### src/rtl/bsctp_params.svh
// Constants for the boundary-scan test port and its controller
`ifndef BSCTP_PARAMS_SVH
`define BSCTP_PARAMS_SVH
`define BSCTP_IR_LEN        10
`define BSCTP_DR_LEN        32
`define BSCTP_CHAIN_DEF     420
`define BSCTP_IR_EXTEST     10'h000
`define BSCTP_IR_SAMPLE     10'h005
`define BSCTP_IR_DEVICE_IDENTIFICATION     10'h006
`define BSCTP_IR_USER_CODE_WORD   10'h007
`define BSCTP_IR_CFG_LOAD   10'h002
`define BSCTP_IR_CFG_DONE   10'h003
`define BSCTP_IR_ANALYZER   10'h00E
`define BSCTP_IR_BYPASS     10'h3FF
`define BSCTP_IR_CAPTURE    10'h001
`define BSCTP_ID_VER_LSB    28
`define BSCTP_ID_PART_LSB   12
`define BSCTP_ID_MFR_LSB    1
`define BSCTP_TCK_HALF      4
`define BSCTP_REG_CMD       32'h0000_0000
`define BSCTP_REG_DATA      32'h0000_0004
`define BSCTP_REG_LEN       32'h0000_0008
`define BSCTP_REG_STATUS    32'h0000_000C
`define BSCTP_REG_RESULT    32'h0000_0010
`define BSCTP_CMD_RESET     2'h0
`define BSCTP_CMD_IR        2'h1
`define BSCTP_CMD_DR        2'h2
`endif

### src/rtl/bsctp_pkg.sv
// Types shared by both ends of the test port
package bsctp_pkg;
    typedef enum logic [3:0] {
        TLR, RTI, SDRS, CDR, SDR, E1DR, PDR, E2DR, UDR,
        SIRS, CIR, SIR, E1IR, PIR, E2IR, UIR
    } bsctp_tap_t;
    typedef enum logic [1:0] {
        SEL_BYPASS, SEL_ID, SEL_USER, SEL_CHAIN
    } bsctp_sel_t;
endpackage

### src/rtl/bsctp_link_if.sv
// Serial test-port link between controller and device
`timescale 1ns/1ps
`default_nettype none
interface bsctp_link_if;
    logic tck;
    logic tms;
    logic tdi;
    logic tdo;
    logic tdoOe_b;
    modport host (output tck, output tms, output tdi, input tdo, input tdoOe_b);
    modport dev  (input tck, input tms, input tdi, output tdo, output tdoOe_b);
endinterface // bsctp_link_if
`default_nettype wire

### src/rtl/bsctp_device.sv
// Device end: TAP state machine, instruction and data registers
//
// Decided for this implementation: the AHB-Lite interface to the registers and the register offsets.
`timescale 1ns/1ps
`default_nettype none
`include "bsctp_params.svh"
module bsctp_device import bsctp_pkg::*; #(
    parameter int          CHAIN_LEN = `BSCTP_CHAIN_DEF,
    parameter bit          NO_BSCAN  = 1'b0,
    parameter logic [3:0]  ID_VER    = 4'h1,
    parameter logic [15:0] ID_PART   = 16'h1234,
    parameter logic [10:0] ID_MFR    = 11'h155,
    parameter logic [31:0] USER_CODE = 32'hCAFE_0001
) (
    // Clock and reset
    input  wire logic                 core_clk,
    input  wire logic                 rst_b,
    // Link
    bsctp_link_if.dev                 link,
    // Pins under test
    input  wire logic [CHAIN_LEN-1:0] pinIn,
    output logic      [CHAIN_LEN-1:0] pinOut,
    output logic                      pinOverride,
    // Configuration and analyzer
    input  wire logic                 cfgBusy,
    output logic                      cfgBit,
    output logic                      cfgBitValid,
    output logic                      cfgStart,
    output logic                      cfgDone,
    input  wire logic [31:0]          probeIn
);
    // Arbitrary identity values above; not any real part
    localparam int CL = NO_BSCAN ? 1 : CHAIN_LEN;
    logic [2:0]               tckS_r;
    logic [2:0]               tmsS_r;
    logic [2:0]               tdiS_r;
    bsctp_tap_t               state_r;
    bsctp_tap_t               state_nxt;
    logic [`BSCTP_IR_LEN-1:0] irShift_r;
    logic [`BSCTP_IR_LEN-1:0] ir_r;
    logic [31:0]              drShift_r;
    logic [CL-1:0]            pinS1_r;
    logic [CL-1:0]            pinS2_r;
    logic [CL-1:0]            chain_r;
    logic [CL-1:0]            upd_r;
    logic [CL-1:0]            chainShift;
    logic                     bypass_r;
    logic                     tdo_r;
    logic                     oe_r;
    wire tckRise = tckS_r[1] & ~tckS_r[2];
    wire tckFall = ~tckS_r[1] & tckS_r[2];
    wire tms = tmsS_r[1];
    wire tdi = tdiS_r[1];

    // Chain shift; a one-cell chain has no upper part
    generate
        if (CL > 1) begin : g_chainLong
            assign chainShift = {tdi, chain_r[CL-1:1]};
        end else begin : g_chainOne
            assign chainShift = tdi;
        end
    endgenerate

    // ----------------------------------------
    // Instruction decode
    // ----------------------------------------
    function automatic bsctp_sel_t decode(input logic [`BSCTP_IR_LEN-1:0] i, input bit nb);
        if (nb) decode = SEL_BYPASS;
        else case (i)
            `BSCTP_IR_DEVICE_IDENTIFICATION:   decode = SEL_ID;
            `BSCTP_IR_USER_CODE_WORD: decode = SEL_USER;
            `BSCTP_IR_ANALYZER, `BSCTP_IR_CFG_LOAD: decode = SEL_USER;
            `BSCTP_IR_SAMPLE, `BSCTP_IR_EXTEST: decode = SEL_CHAIN;
            default:            decode = SEL_BYPASS;
        endcase
    endfunction
    wire bsctp_sel_t sel = decode(ir_r, NO_BSCAN);
    wire isAnalyzer = (ir_r == `BSCTP_IR_ANALYZER);
    wire isCfg = (ir_r == `BSCTP_IR_CFG_LOAD) & ~NO_BSCAN;
    wire isExtest = (ir_r == `BSCTP_IR_EXTEST) & ~NO_BSCAN;
    wire [31:0] idWord = {ID_VER, ID_PART, ID_MFR, 1'b1};

    // ----------------------------------------
    // TAP state machine
    // ----------------------------------------
    always_comb begin
        case (state_r)
            TLR:  state_nxt = tms ? TLR  : RTI;
            RTI:  state_nxt = tms ? SDRS : RTI;
            SDRS: state_nxt = tms ? SIRS : CDR;
            CDR:  state_nxt = tms ? E1DR : SDR;
            SDR:  state_nxt = tms ? E1DR : SDR;
            E1DR: state_nxt = tms ? UDR  : PDR;
            PDR:  state_nxt = tms ? E2DR : PDR;
            E2DR: state_nxt = tms ? UDR  : SDR;
            UDR:  state_nxt = tms ? SDRS : RTI;
            SIRS: state_nxt = tms ? TLR  : CIR;
            CIR:  state_nxt = tms ? E1IR : SIR;
            SIR:  state_nxt = tms ? E1IR : SIR;
            E1IR: state_nxt = tms ? UIR  : PIR;
            PIR:  state_nxt = tms ? E2IR : PIR;
            E2IR: state_nxt = tms ? UIR  : SIR;
            UIR:  state_nxt = tms ? SDRS : RTI;
            default: state_nxt = TLR;
        endcase
    end

    always_ff @(posedge core_clk or negedge rst_b) begin
        if (!rst_b) begin
            tckS_r <= '0;
            tmsS_r <= 3'b111;
            tdiS_r <= '0;
            pinS1_r <= '0;
            pinS2_r <= '0;
        end else begin
            tckS_r <= {tckS_r[1:0], link.tck};
            tmsS_r <= {tmsS_r[1:0], link.tms};
            tdiS_r <= {tdiS_r[1:0], link.tdi};
            // Pin states pass two flops before capture
            pinS1_r <= pinIn[CL-1:0];
            pinS2_r <= pinS1_r;
        end
    end

    always_ff @(posedge core_clk or negedge rst_b) begin
        if (!rst_b) state_r <= TLR;
        else if (tckRise) state_r <= state_nxt;
    end

    // ----------------------------------------
    // Instruction register
    // ----------------------------------------
    always_ff @(posedge core_clk or negedge rst_b) begin
        if (!rst_b) begin
            irShift_r <= '0;
            ir_r      <= `BSCTP_IR_DEVICE_IDENTIFICATION;
        end else if (tckRise) begin
            case (state_r)
                TLR: ir_r <= NO_BSCAN ? `BSCTP_IR_BYPASS : `BSCTP_IR_DEVICE_IDENTIFICATION;
                CIR: irShift_r <= `BSCTP_IR_CAPTURE;
                SIR: irShift_r <= {tdi, irShift_r[`BSCTP_IR_LEN-1:1]};
                UIR: ir_r <= irShift_r;
                default: ;
            endcase
        end
    end

    // ----------------------------------------
    // Data registers
    // ----------------------------------------
    always_ff @(posedge core_clk or negedge rst_b) begin
        if (!rst_b) begin
            drShift_r <= '0;
            bypass_r  <= 1'b0;
            chain_r   <= '0;
            upd_r     <= '0;
        end else if (tckRise) begin
            if (state_r == CDR) begin
                bypass_r  <= 1'b0;
                drShift_r <= (sel == SEL_ID) ? idWord :
                             isAnalyzer ? probeIn : USER_CODE;
                chain_r   <= pinS2_r;
            end else if (state_r == SDR) begin
                bypass_r  <= tdi;
                drShift_r <= {tdi, drShift_r[31:1]};
                chain_r   <= chainShift;
            end else if (state_r == UDR && sel == SEL_CHAIN) begin
                upd_r <= chain_r;
            end
        end
    end

    // ----------------------------------------
    // Configuration path and pin drive
    // ----------------------------------------
    always_ff @(posedge core_clk or negedge rst_b) begin
        if (!rst_b) begin
            cfgBit      <= 1'b0;
            cfgBitValid <= 1'b0;
            cfgStart    <= 1'b0;
            cfgDone     <= 1'b0;
        end else begin
            cfgBitValid <= tckRise & isCfg & (state_r == SDR) & cfgBusy;
            cfgBit      <= tdi;
            cfgStart    <= tckRise & (state_r == UIR) & (irShift_r == `BSCTP_IR_CFG_LOAD)
                           & ~NO_BSCAN;
            cfgDone     <= tckRise & (state_r == UIR) & (irShift_r == `BSCTP_IR_CFG_DONE)
                           & ~NO_BSCAN;
        end
    end

    generate
        if (NO_BSCAN) begin : g_nobs
            assign pinOut = '0;
        end else begin : g_bs
            assign pinOut = upd_r;
        end
    endgenerate
    assign pinOverride = isExtest;

    // ----------------------------------------
    // Serial output on the falling test clock
    // ----------------------------------------
    wire tdoSel = (state_r == SIR) ? irShift_r[0] :
                  (sel == SEL_BYPASS) ? bypass_r :
                  (sel == SEL_CHAIN) ? chain_r[0] : drShift_r[0];
    always_ff @(posedge core_clk or negedge rst_b) begin
        if (!rst_b) begin
            tdo_r <= 1'b0;
            oe_r  <= 1'b1;
        end else if (tckFall) begin
            tdo_r <= tdoSel;
            oe_r  <= ~(state_r == SIR || state_r == SDR);
        end
    end
    assign link.tdo     = tdo_r;
    assign link.tdoOe_b = oe_r;
endmodule // bsctp_device
`default_nettype wire

### src/flat_wrapper.sv
// flat-port wrapper written by rule: the top's interface ports become plain ports
module bsctp_device_flat import bsctp_pkg::*;
#(
    parameter int          CHAIN_LEN = `BSCTP_CHAIN_DEF,
    parameter bit          NO_BSCAN  = 1'b0,
    parameter logic [3:0]  ID_VER    = 4'h1,
    parameter logic [15:0] ID_PART   = 16'h1234,
    parameter logic [10:0] ID_MFR    = 11'h155,
    parameter logic [31:0] USER_CODE = 32'hCAFE_0001
)
  (core_clk, rst_b, pinIn, pinOut, pinOverride, cfgBusy, cfgBit, cfgBitValid, cfgStart, cfgDone, probeIn, link_tck, link_tms, link_tdi, link_tdo, link_tdoOe_b);
  bsctp_link_if link_i ();
  input  wire logic core_clk;
  input  wire logic rst_b;
  input  wire logic [CHAIN_LEN-1:0] pinIn;
  output logic      [CHAIN_LEN-1:0] pinOut;
  output logic pinOverride;
  input  wire logic cfgBusy;
  output logic cfgBit;
  output logic cfgBitValid;
  output logic cfgStart;
  output logic cfgDone;
  input  wire logic [31:0] probeIn;
  input wire logic [$bits(link_i.tck)-1:0] link_tck;
  input wire logic [$bits(link_i.tms)-1:0] link_tms;
  input wire logic [$bits(link_i.tdi)-1:0] link_tdi;
  output wire logic [$bits(link_i.tdo)-1:0] link_tdo;
  output wire logic [$bits(link_i.tdoOe_b)-1:0] link_tdoOe_b;
  assign link_i.tck = link_tck;
  assign link_i.tms = link_tms;
  assign link_i.tdi = link_tdi;
  assign link_tdo = link_i.tdo;
  assign link_tdoOe_b = link_i.tdoOe_b;
  bsctp_device #(.CHAIN_LEN(CHAIN_LEN), .NO_BSCAN(NO_BSCAN), .ID_VER(ID_VER), .ID_PART(ID_PART), .ID_MFR(ID_MFR), .USER_CODE(USER_CODE)) u_core (.core_clk(core_clk), .rst_b(rst_b), .link(link_i), .pinIn(pinIn), .pinOut(pinOut), .pinOverride(pinOverride), .cfgBusy(cfgBusy), .cfgBit(cfgBit), .cfgBitValid(cfgBitValid), .cfgStart(cfgStart), .cfgDone(cfgDone), .probeIn(probeIn));
endmodule
### config.mk
export PLATFORM = sky130hd
export DESIGN_NAME = bsctp_device_flat
export DESIGN_NICKNAME = d
export VERILOG_FILES = /design/src/rtl/bsctp_pkg.sv /design/src/rtl/bsctp_link_if.sv /design/src/rtl/bsctp_device.sv /design/src/flat_wrapper.sv
export VERILOG_INCLUDE_DIRS = /design/src /design/src/rtl
export SDC_FILE = /design/constraint.sdc
export NUM_CORES = 2
export LEC_CHECK = 0
export ABC_AREA = 1
export BUFFER_PORTS_ARGS = -buffer_cell sky130_fd_sc_hd__buf_4
export CORE_UTILIZATION = 46
export CTS_CLUSTER_SIZE = 40
export DETAILED_ROUTE_END_ITERATION = 7
export PLACE_DENSITY = 0.77
export REMOVE_ABC_BUFFERS = 1
export SLEW_MARGIN = 25
export SYNTH_ARGS = -nofsm -noshare
export SYNTH_HDL_FRONTEND = slang
export SYNTH_SLANG_ARGS = --single-unit
### constraint.sdc
create_clock -name core_clk -period 2.8 [get_ports core_clk]
set_input_delay 0.56 -clock core_clk [delete_from_list [all_inputs] [get_ports core_clk]]
set_output_delay 0.56 -clock core_clk [all_outputs]
set_load 0.01 [all_outputs]
# --- Word level (Yosys, flattened, before mapping) ---
# Cells that the tools add are included.
op_classes:
  n_reduce_logical: 17
  n_mux: 27
  eq_ne: 24
  n_bitwise: 13
op_table:
  columns: ["operator", "count"]
  rows:
  - ["two-way mux 420 bit", 2]
  - ["two-way mux 32 bit", 4]
  - ["case mux 4 bit (12 select lines)", 1]
  - ["case mux 10 bit (2 select lines)", 2]
  - ["== test 4 bit, second input constant", 8]
  - ["== test 10 x 2 -> 1 bit, second input constant", 3]
  - ["== test 10 x 3 -> 1 bit, second input constant", 3]
  - ["== test 4 x 3 -> 1 bit, second input constant", 4]
  - ["two-way mux 4 bit", 4]
  - ["== test 10 x 4 -> 1 bit, second input constant", 1]
  - ["zero test 10 bit", 1]
  - ["AND 1 bit", 8]
  - ["== test 4 x 2 -> 1 bit, second input constant", 2]
  - ["two-way mux 1 bit", 8]
  - ["two-way mux 2 bit", 3]
  - ["two-way mux 3 bit", 2]
  - ["case mux 2 bit (3 select lines)", 1]
  - ["AND reduction 2 bit", 3]
  - ["nonzero test 2 bit", 3]
  - ["OR reduction 2 bit", 3]
  - ["OR reduction 3 bit", 2]
  - ["NOT 1 bit", 5]
  - ["== test 4 x 1 -> 1 bit, second input constant", 1]
  - ["zero test 4 bit", 1]
  - ["other kinds (6)", 6]
word_totals:
  inputBits: 458
  out_inout_bits: 427
  elab_cells: 99
  ff_bits: 1750

# --- Logic depth before layout (Yosys ltp) ---
depth:
  word_depth: 7
  mapped_depth: 12
  depth_no_buf: 11

# --- Least setup slack after synthesis ---
# OpenSTA, ideal clock, no wires.
synth_timing:
  path_type: "reg-to-reg"
  start: "reg u_core.ir_r[2]"
  end: "reg u_core.upd_r[229], in the netlist u_core.pinOut[229]"
  required_ns: 2.670
  setup_ns: 0.130
  t_arrival_ns: 1.541
  synth_period_minus_slack_ns: 1.671
  path_buffers: 3
  slack_ns: 1.129
  path_stages_with_launch: 11
  path_cell_list: "dfstp_2 inv_1 nand2_1 nor2_1 nand2_1 nand2_1 nand4_2 buf_4 buf_6 clkbuf_1 o21ai_1"
synth_via:
  elab_chain_cells: 6
  word_cells_on_any_way: 12
  classes_between: "6 x eq/ne; 1 x mux; 5 x reduce/logical"
synth_lines:
  columns: ["item", "line_no", "text"]
  rows:
  - ["start, declared", "bsctp_device.sv:40", "logic [`BSCTP_IR_LEN-1:0] ir_r;"]
  - ["start signal, assigned", "bsctp_device.sv:136", "ir_r <= `BSCTP_IR_DEVICE_IDENTIFICATION;"]
  - ["start signal, assigned", "bsctp_device.sv:139", "TLR: ir_r <= NO_BSCAN ? `BSCTP_IR_BYPASS : `BSCTP_IR_DEVICE_IDENTIFICATION;"]
  - ["start signal, assigned", "bsctp_device.sv:142", "UIR: ir_r <= irShift_r;"]
  - ["== test 10 x 3 -> 1 bit (tied with other cells)", "bsctp_device.sv:69", "else case (i)"]
  - ["OR reduction 3 bit (no line) or OR reduction 2 bit (tied branches)", null, null]
  - ["case mux 2 bit (3 select lines) *", "bsctp_device.sv:69", null]
  - ["== test 2 bit *", "bsctp_device.sv:167", "end else if (state_r == UDR && sel == SEL_CHAIN) begin"]
  - ["logical AND 1 bit *", "bsctp_device.sv:167", null]
  - ["AND reduction 4 bit (no line) *", null, null]
  - ["end signal, assigned", "bsctp_device.sv:168", "upd_r <= chain_r;"]
  - ["end, declared", "bsctp_device.sv:45", "logic [CL-1:0] upd_r;"]
# Mark *: on every way between the ends. The rest lies on a longest branch, timed or not.
# A chain may end at the register's enable or synchronous reset.

# --- Final worst setup path ---
layout_timing:
  start: "reg u_core.state_r[3]"
  end: "reg u_core.chain_r[174]"
layout_via:
  elab_chain_cells: 3
  word_cells_on_any_way: 5
  classes_between: "2 x eq/ne; 1 x mux; 2 x reduce/logical"
layout_lines:
  columns: ["item", "line_no", "text"]
  rows:
  - ["start, declared", "bsctp_device.sv:37", "bsctp_tap_t state_r;"]
  - ["start signal, assigned", "bsctp_device.sv:127", "else if (tckRise) state_r <= state_nxt;"]
  - ["== test 4 x 3 -> 1 bit or == test 4 x 2 -> 1 bit (tied branches)", "bsctp_device.sv:163, bsctp_device.sv:158", null]
  - ["nonzero test 2 bit (no line)", null, null]
  - ["AND reduction 2 bit (no line)", null, null]
  - ["end signal, assigned", "bsctp_device.sv:162", "chain_r <= pinS2_r;"]
  - ["end signal, assigned", "bsctp_device.sv:166", "chain_r <= chainShift;"]
  - ["end, declared", "bsctp_device.sv:44", "logic [CL-1:0] chain_r;"]
# Several ways; a longest one is shown, not always the timed one.

==> qor.txt <==
=================================================================================
Share of the core filled with cells ................................        61.2%
Cell Pwr Density ...................................................  714 mW/mm^2
Initial Util .......................................................        46.6%
Total setup violations reported at the end of the flow .............            0
Die Y-Extent .......................................................       359 um
Input/output buffers ...............................................          884
Arrival @ worst endpoint ...........................................      3.14 ns
Synthesized area ................................................... 0.0588 sq mm
RSZ-0062 raised after global routing ...............................           no
Clk network pwr share ..............................................        40.8%
Highest Clock Rate .................................................      400 MHz
Critical path launch point type ....................................    flip-flop
Starting DRC count in detailed routing .............................        4,570
Number of max-cap violations .......................................            0
Top fanout value on the critical path ..............................           96
Share of cells above drive strength 1 ..............................        20.1%
Total Power Consumption ............................................      55.2 mW
Routed len/inst ....................................................      21.5 um
Sum of negative setup slack ........................................         0 ns
Total number of placement rows .....................................          130
Clock Skews ........................................................    0.0288 ns
Instance count after placement with tap cells included .............        7,235
Headroom to the max-slew limit .....................................        32.6%
Final Max Tran Viols ...............................................            0
Placed inst area ................................................... 0.0675 sq mm
TritonCTS clock tree ...............................................         done
Gp weighted congestion .............................................        0.893
Share of total power in combinational logic ........................         9.8%
Post-route insts no fill ...........................................        7,979
Global-route wire length before repair .............................   262,000 um
Detailed-route vias per instance ...................................         5.39
Power share of the sequential group ................................        49.4%
H-tree Lvls ........................................................            4
Startpoint-to-endpoint class of the critical path ..................      reg2reg
Count of final hold-check violations ...............................            0
Failing checks ..................................................... design-rule violations
Cell type contributing the most total cell area after synthesis ....      dfrtp_1
Maximum number of pins on one net before global-route repair .......          147
Post-DP HPWL .......................................................   102,000 um
Remaining routing DRC violations ...................................            1
Worst hold path stage count ........................................            3
Syn-to-layout area delta ...........................................        31.5%
Vias in the first global route .....................................       45,300
Number of placed I/O pins ..........................................          885
Worst min path class ...............................................       in2reg
Total internal power ...............................................      41.3 mW
Status ............................................................. finished with violations
P_leak .............................................................      37.9 nW
Clock slew seen by the registers of the worst setup and hold paths .      0.07 ns
Final Cycle Share ..................................................        89.3%
DRT antenna net count ..............................................            0
Synth top area cells ............................................... dfrtp_1 74%, o21ai_0 6.5%, nand2_1 5.9%
Clock Latency Late Sink ............................................      0.79 ns
Die outline area ...................................................  0.129 sq mm
Tmin final .........................................................      2.50 ns
Final design instance area without fill ............................ 0.0773 sq mm
Number of distinct library cells after synthesis ...................           34
Antenna violations before repair ...................................            8
Layout Nets ........................................................        6,642
Initial DRT Pass Iterations ........................................            8
Data required time at the worst endpoint ...........................      3.44 ns
Syn Inst Count .....................................................        4,886
Remaining global-route overflow ....................................            0
Worst R2R Path Depth ...............................................            7
Clock tree root driver cell ........................................    clkbuf_16
Placeable core area ................................................  0.126 sq mm
Number of synthesized register bits ................................        1,750
Total global-route track usage .....................................        26.4%
Routed WL ..........................................................   171,000 um
Kind of end point of the critical path .............................    flip-flop
Slew of the pin with the lowest slew margin ........................      1.01 ns
Maximum VDD drop ...................................................       524 uV
Share of Yosys cell area claimed by the top area cell type .........        74.3%
Number of buffers on the longest clock path ........................            3
Number of warnings issued by yosys .................................            0
Post-CTS Setup Bufs ................................................            0
Sequential-to-total area share from yosys stat .....................        74.5%
Net switching fraction of the power ................................        25.2%
Number of sinks driven by the clock tree ...........................        1,750
Width of the die ...................................................       359 um
Net switching component of the power ...............................      13.9 mW
Total CTS buffers ..................................................          169
Post-Synthesis Mean Instance Area ..................................   12.0 sq um
Vias after detailed routing ........................................       43,000
=================================================================================
power groups by stage:
stage / clock network [mW] / registers (mW) / logic (mW)
final: 22.5 / 27.3 / 5.41
after global routing: 23.8 / 27.3 / 5.96
after CTS: 22.6 / 27.2 / 5.28
after detailed placement: 0 / 27.6 / 4.68
after global placement: 0 / 27.6 / 4.55
after floorplan: 0 / 27.5 / 2.78
per-stage QoR:
step | hold slack (ns) | setup slack [ns]
detailed placement | 0.335 | 0.512
floorplan | 0.264 | -9.55
finish | 0.0797 | 0.301
global route | 0.0471 | 0.159
CTS | 0.00225 | 0.340
global placement | 0.331 | 0.533
cells by family after synthesis:
family	after synthesis	synth area share [%]
AOI/OAI and AO/OA	1363	13.5
buffers and inverters	761	5.43
DFF	1750	74.5
and+or+nand+nor	1012	6.61
per-layer routing:
metal  share of wire [%]  track usage (%)  vias up
li1                    -                -    18700
met1                  36             31.3    21600
met2                  49             43.5     2176
met3                 7.3             5.75      623
met4                 7.2             17.6        4
met5               0.013                0        -
state kept, by name, summed over array words and instances (netlist names):
name and cells:
u_core.tckS_r 3, u_core.pinS2_r 420, u_core.tdiS_r 2, u_core.drShift_r 32, u_core.cfgDone 1, u_core.pinOut 420
u_core.irShift_r 10, u_core.bypass_r 1, u_core.state_r 4, u_core.cfgBitValid 1, u_core.link.tdoOe_b 1, u_core.tmsS_r 2
u_core.pinS1_r 420, u_core.cfgStart 1, u_core.cfgBit 1, u_core.link.tdo 1, u_core.ir_r 10, u_core.chain_r 420
layout make-up:
cell class | instances | area [sq um]
well taps | 1650 | 2060
multi-input cells | 2375 | 11800
flip-flops and latches | 1750 | 43800
inverters | 465 | 1760
fillers | 8779 | 48900
repair buffers | 1423 | 12400
clock buffers | 258 | 5050
clock inverters | 46 | 398
diodes | 12 | 30.0
cells in the mapped netlist:
library cell,n
a211oi_1,1
a21oi_1,50
a22oi_1,1
a31oi_1,1
buf_1,22
buf_2,80
buf_4,12
buf_6,24
buf_8,1
clkbuf_1,157
clkinv_2,1
dfrtp_1,1745
dfstp_2,5
inv_1,461
inv_2,3
nand2_1,922
nand2_2,1
nand2_4,2
nand3_1,25
nand3b_1,1
nand4_1,3
nand4_2,1
nor2_1,47
nor2_2,2
nor3_1,5
nor4_1,3
o2111ai_1,1
o211ai_1,421
o21ai_0,759
o21ai_1,120
o221ai_1,3
o22a_1,1
o22ai_1,4
o311ai_0,1
worst max-delay path, stage by stage (launching register included):
cell and delay, ns:
dfrtp_1 0.45, nor2_1 0.17, nand2_8 0.16, buf_12 0.21
buf_4 0.76, nand2_1 0.20, o211ai_1 0.17, o21ai_0 0.13
path summary, 6_finish.rpt:
kind / slack, ns / endpoint / from
max in group asynchronous: 1.34 / u_core.pinS2_r[219]$_DFF_PN0_ / rst_b
max: 0.30 / u_core.chain_r[174]$_DFFE_PN0P_ / u_core.state_r[3]$_DFFE_PN0P_
max reg2reg: 0.30 / u_core.chain_r[174]$_DFFE_PN0P_ / u_core.state_r[3]$_DFFE_PN0P_
min reg2reg: 0.33 / u_core.pinS2_r[221]$_DFF_PN0_ / u_core.pinS1_r[221]$_DFF_PN0_
min in group asynchronous: 0.36 / u_core.cfgBit$_DFF_PN0_ / rst_b
min: 0.08 / u_core.drShift_r[8]$_DFFE_PN0P_ / probeIn[8]
cells in the final DEF (no fill, tap or decap), types with 25 or more instances in the layout:
cell type      instances
a21oi_1               50
nand2_1              922
o211ai_1             421
dfrtp_1             1745
nor2_1                47
dlygate4sd3_1        428
o21ai_0              759
buf_12                49
nand3_1               25
clkbuf_1              47
inv_1                461
clkbuf_8              36
o21ai_1              120
clkbuf_16            175
buf_4                945
what timing repair did:
item                      4_1_cts  5_1_grt
hold buffers                  428        0
resized for setup               0        0
hold endpoints to repair      457        0
No activity file was read; power rests on OpenSTA's default activity.
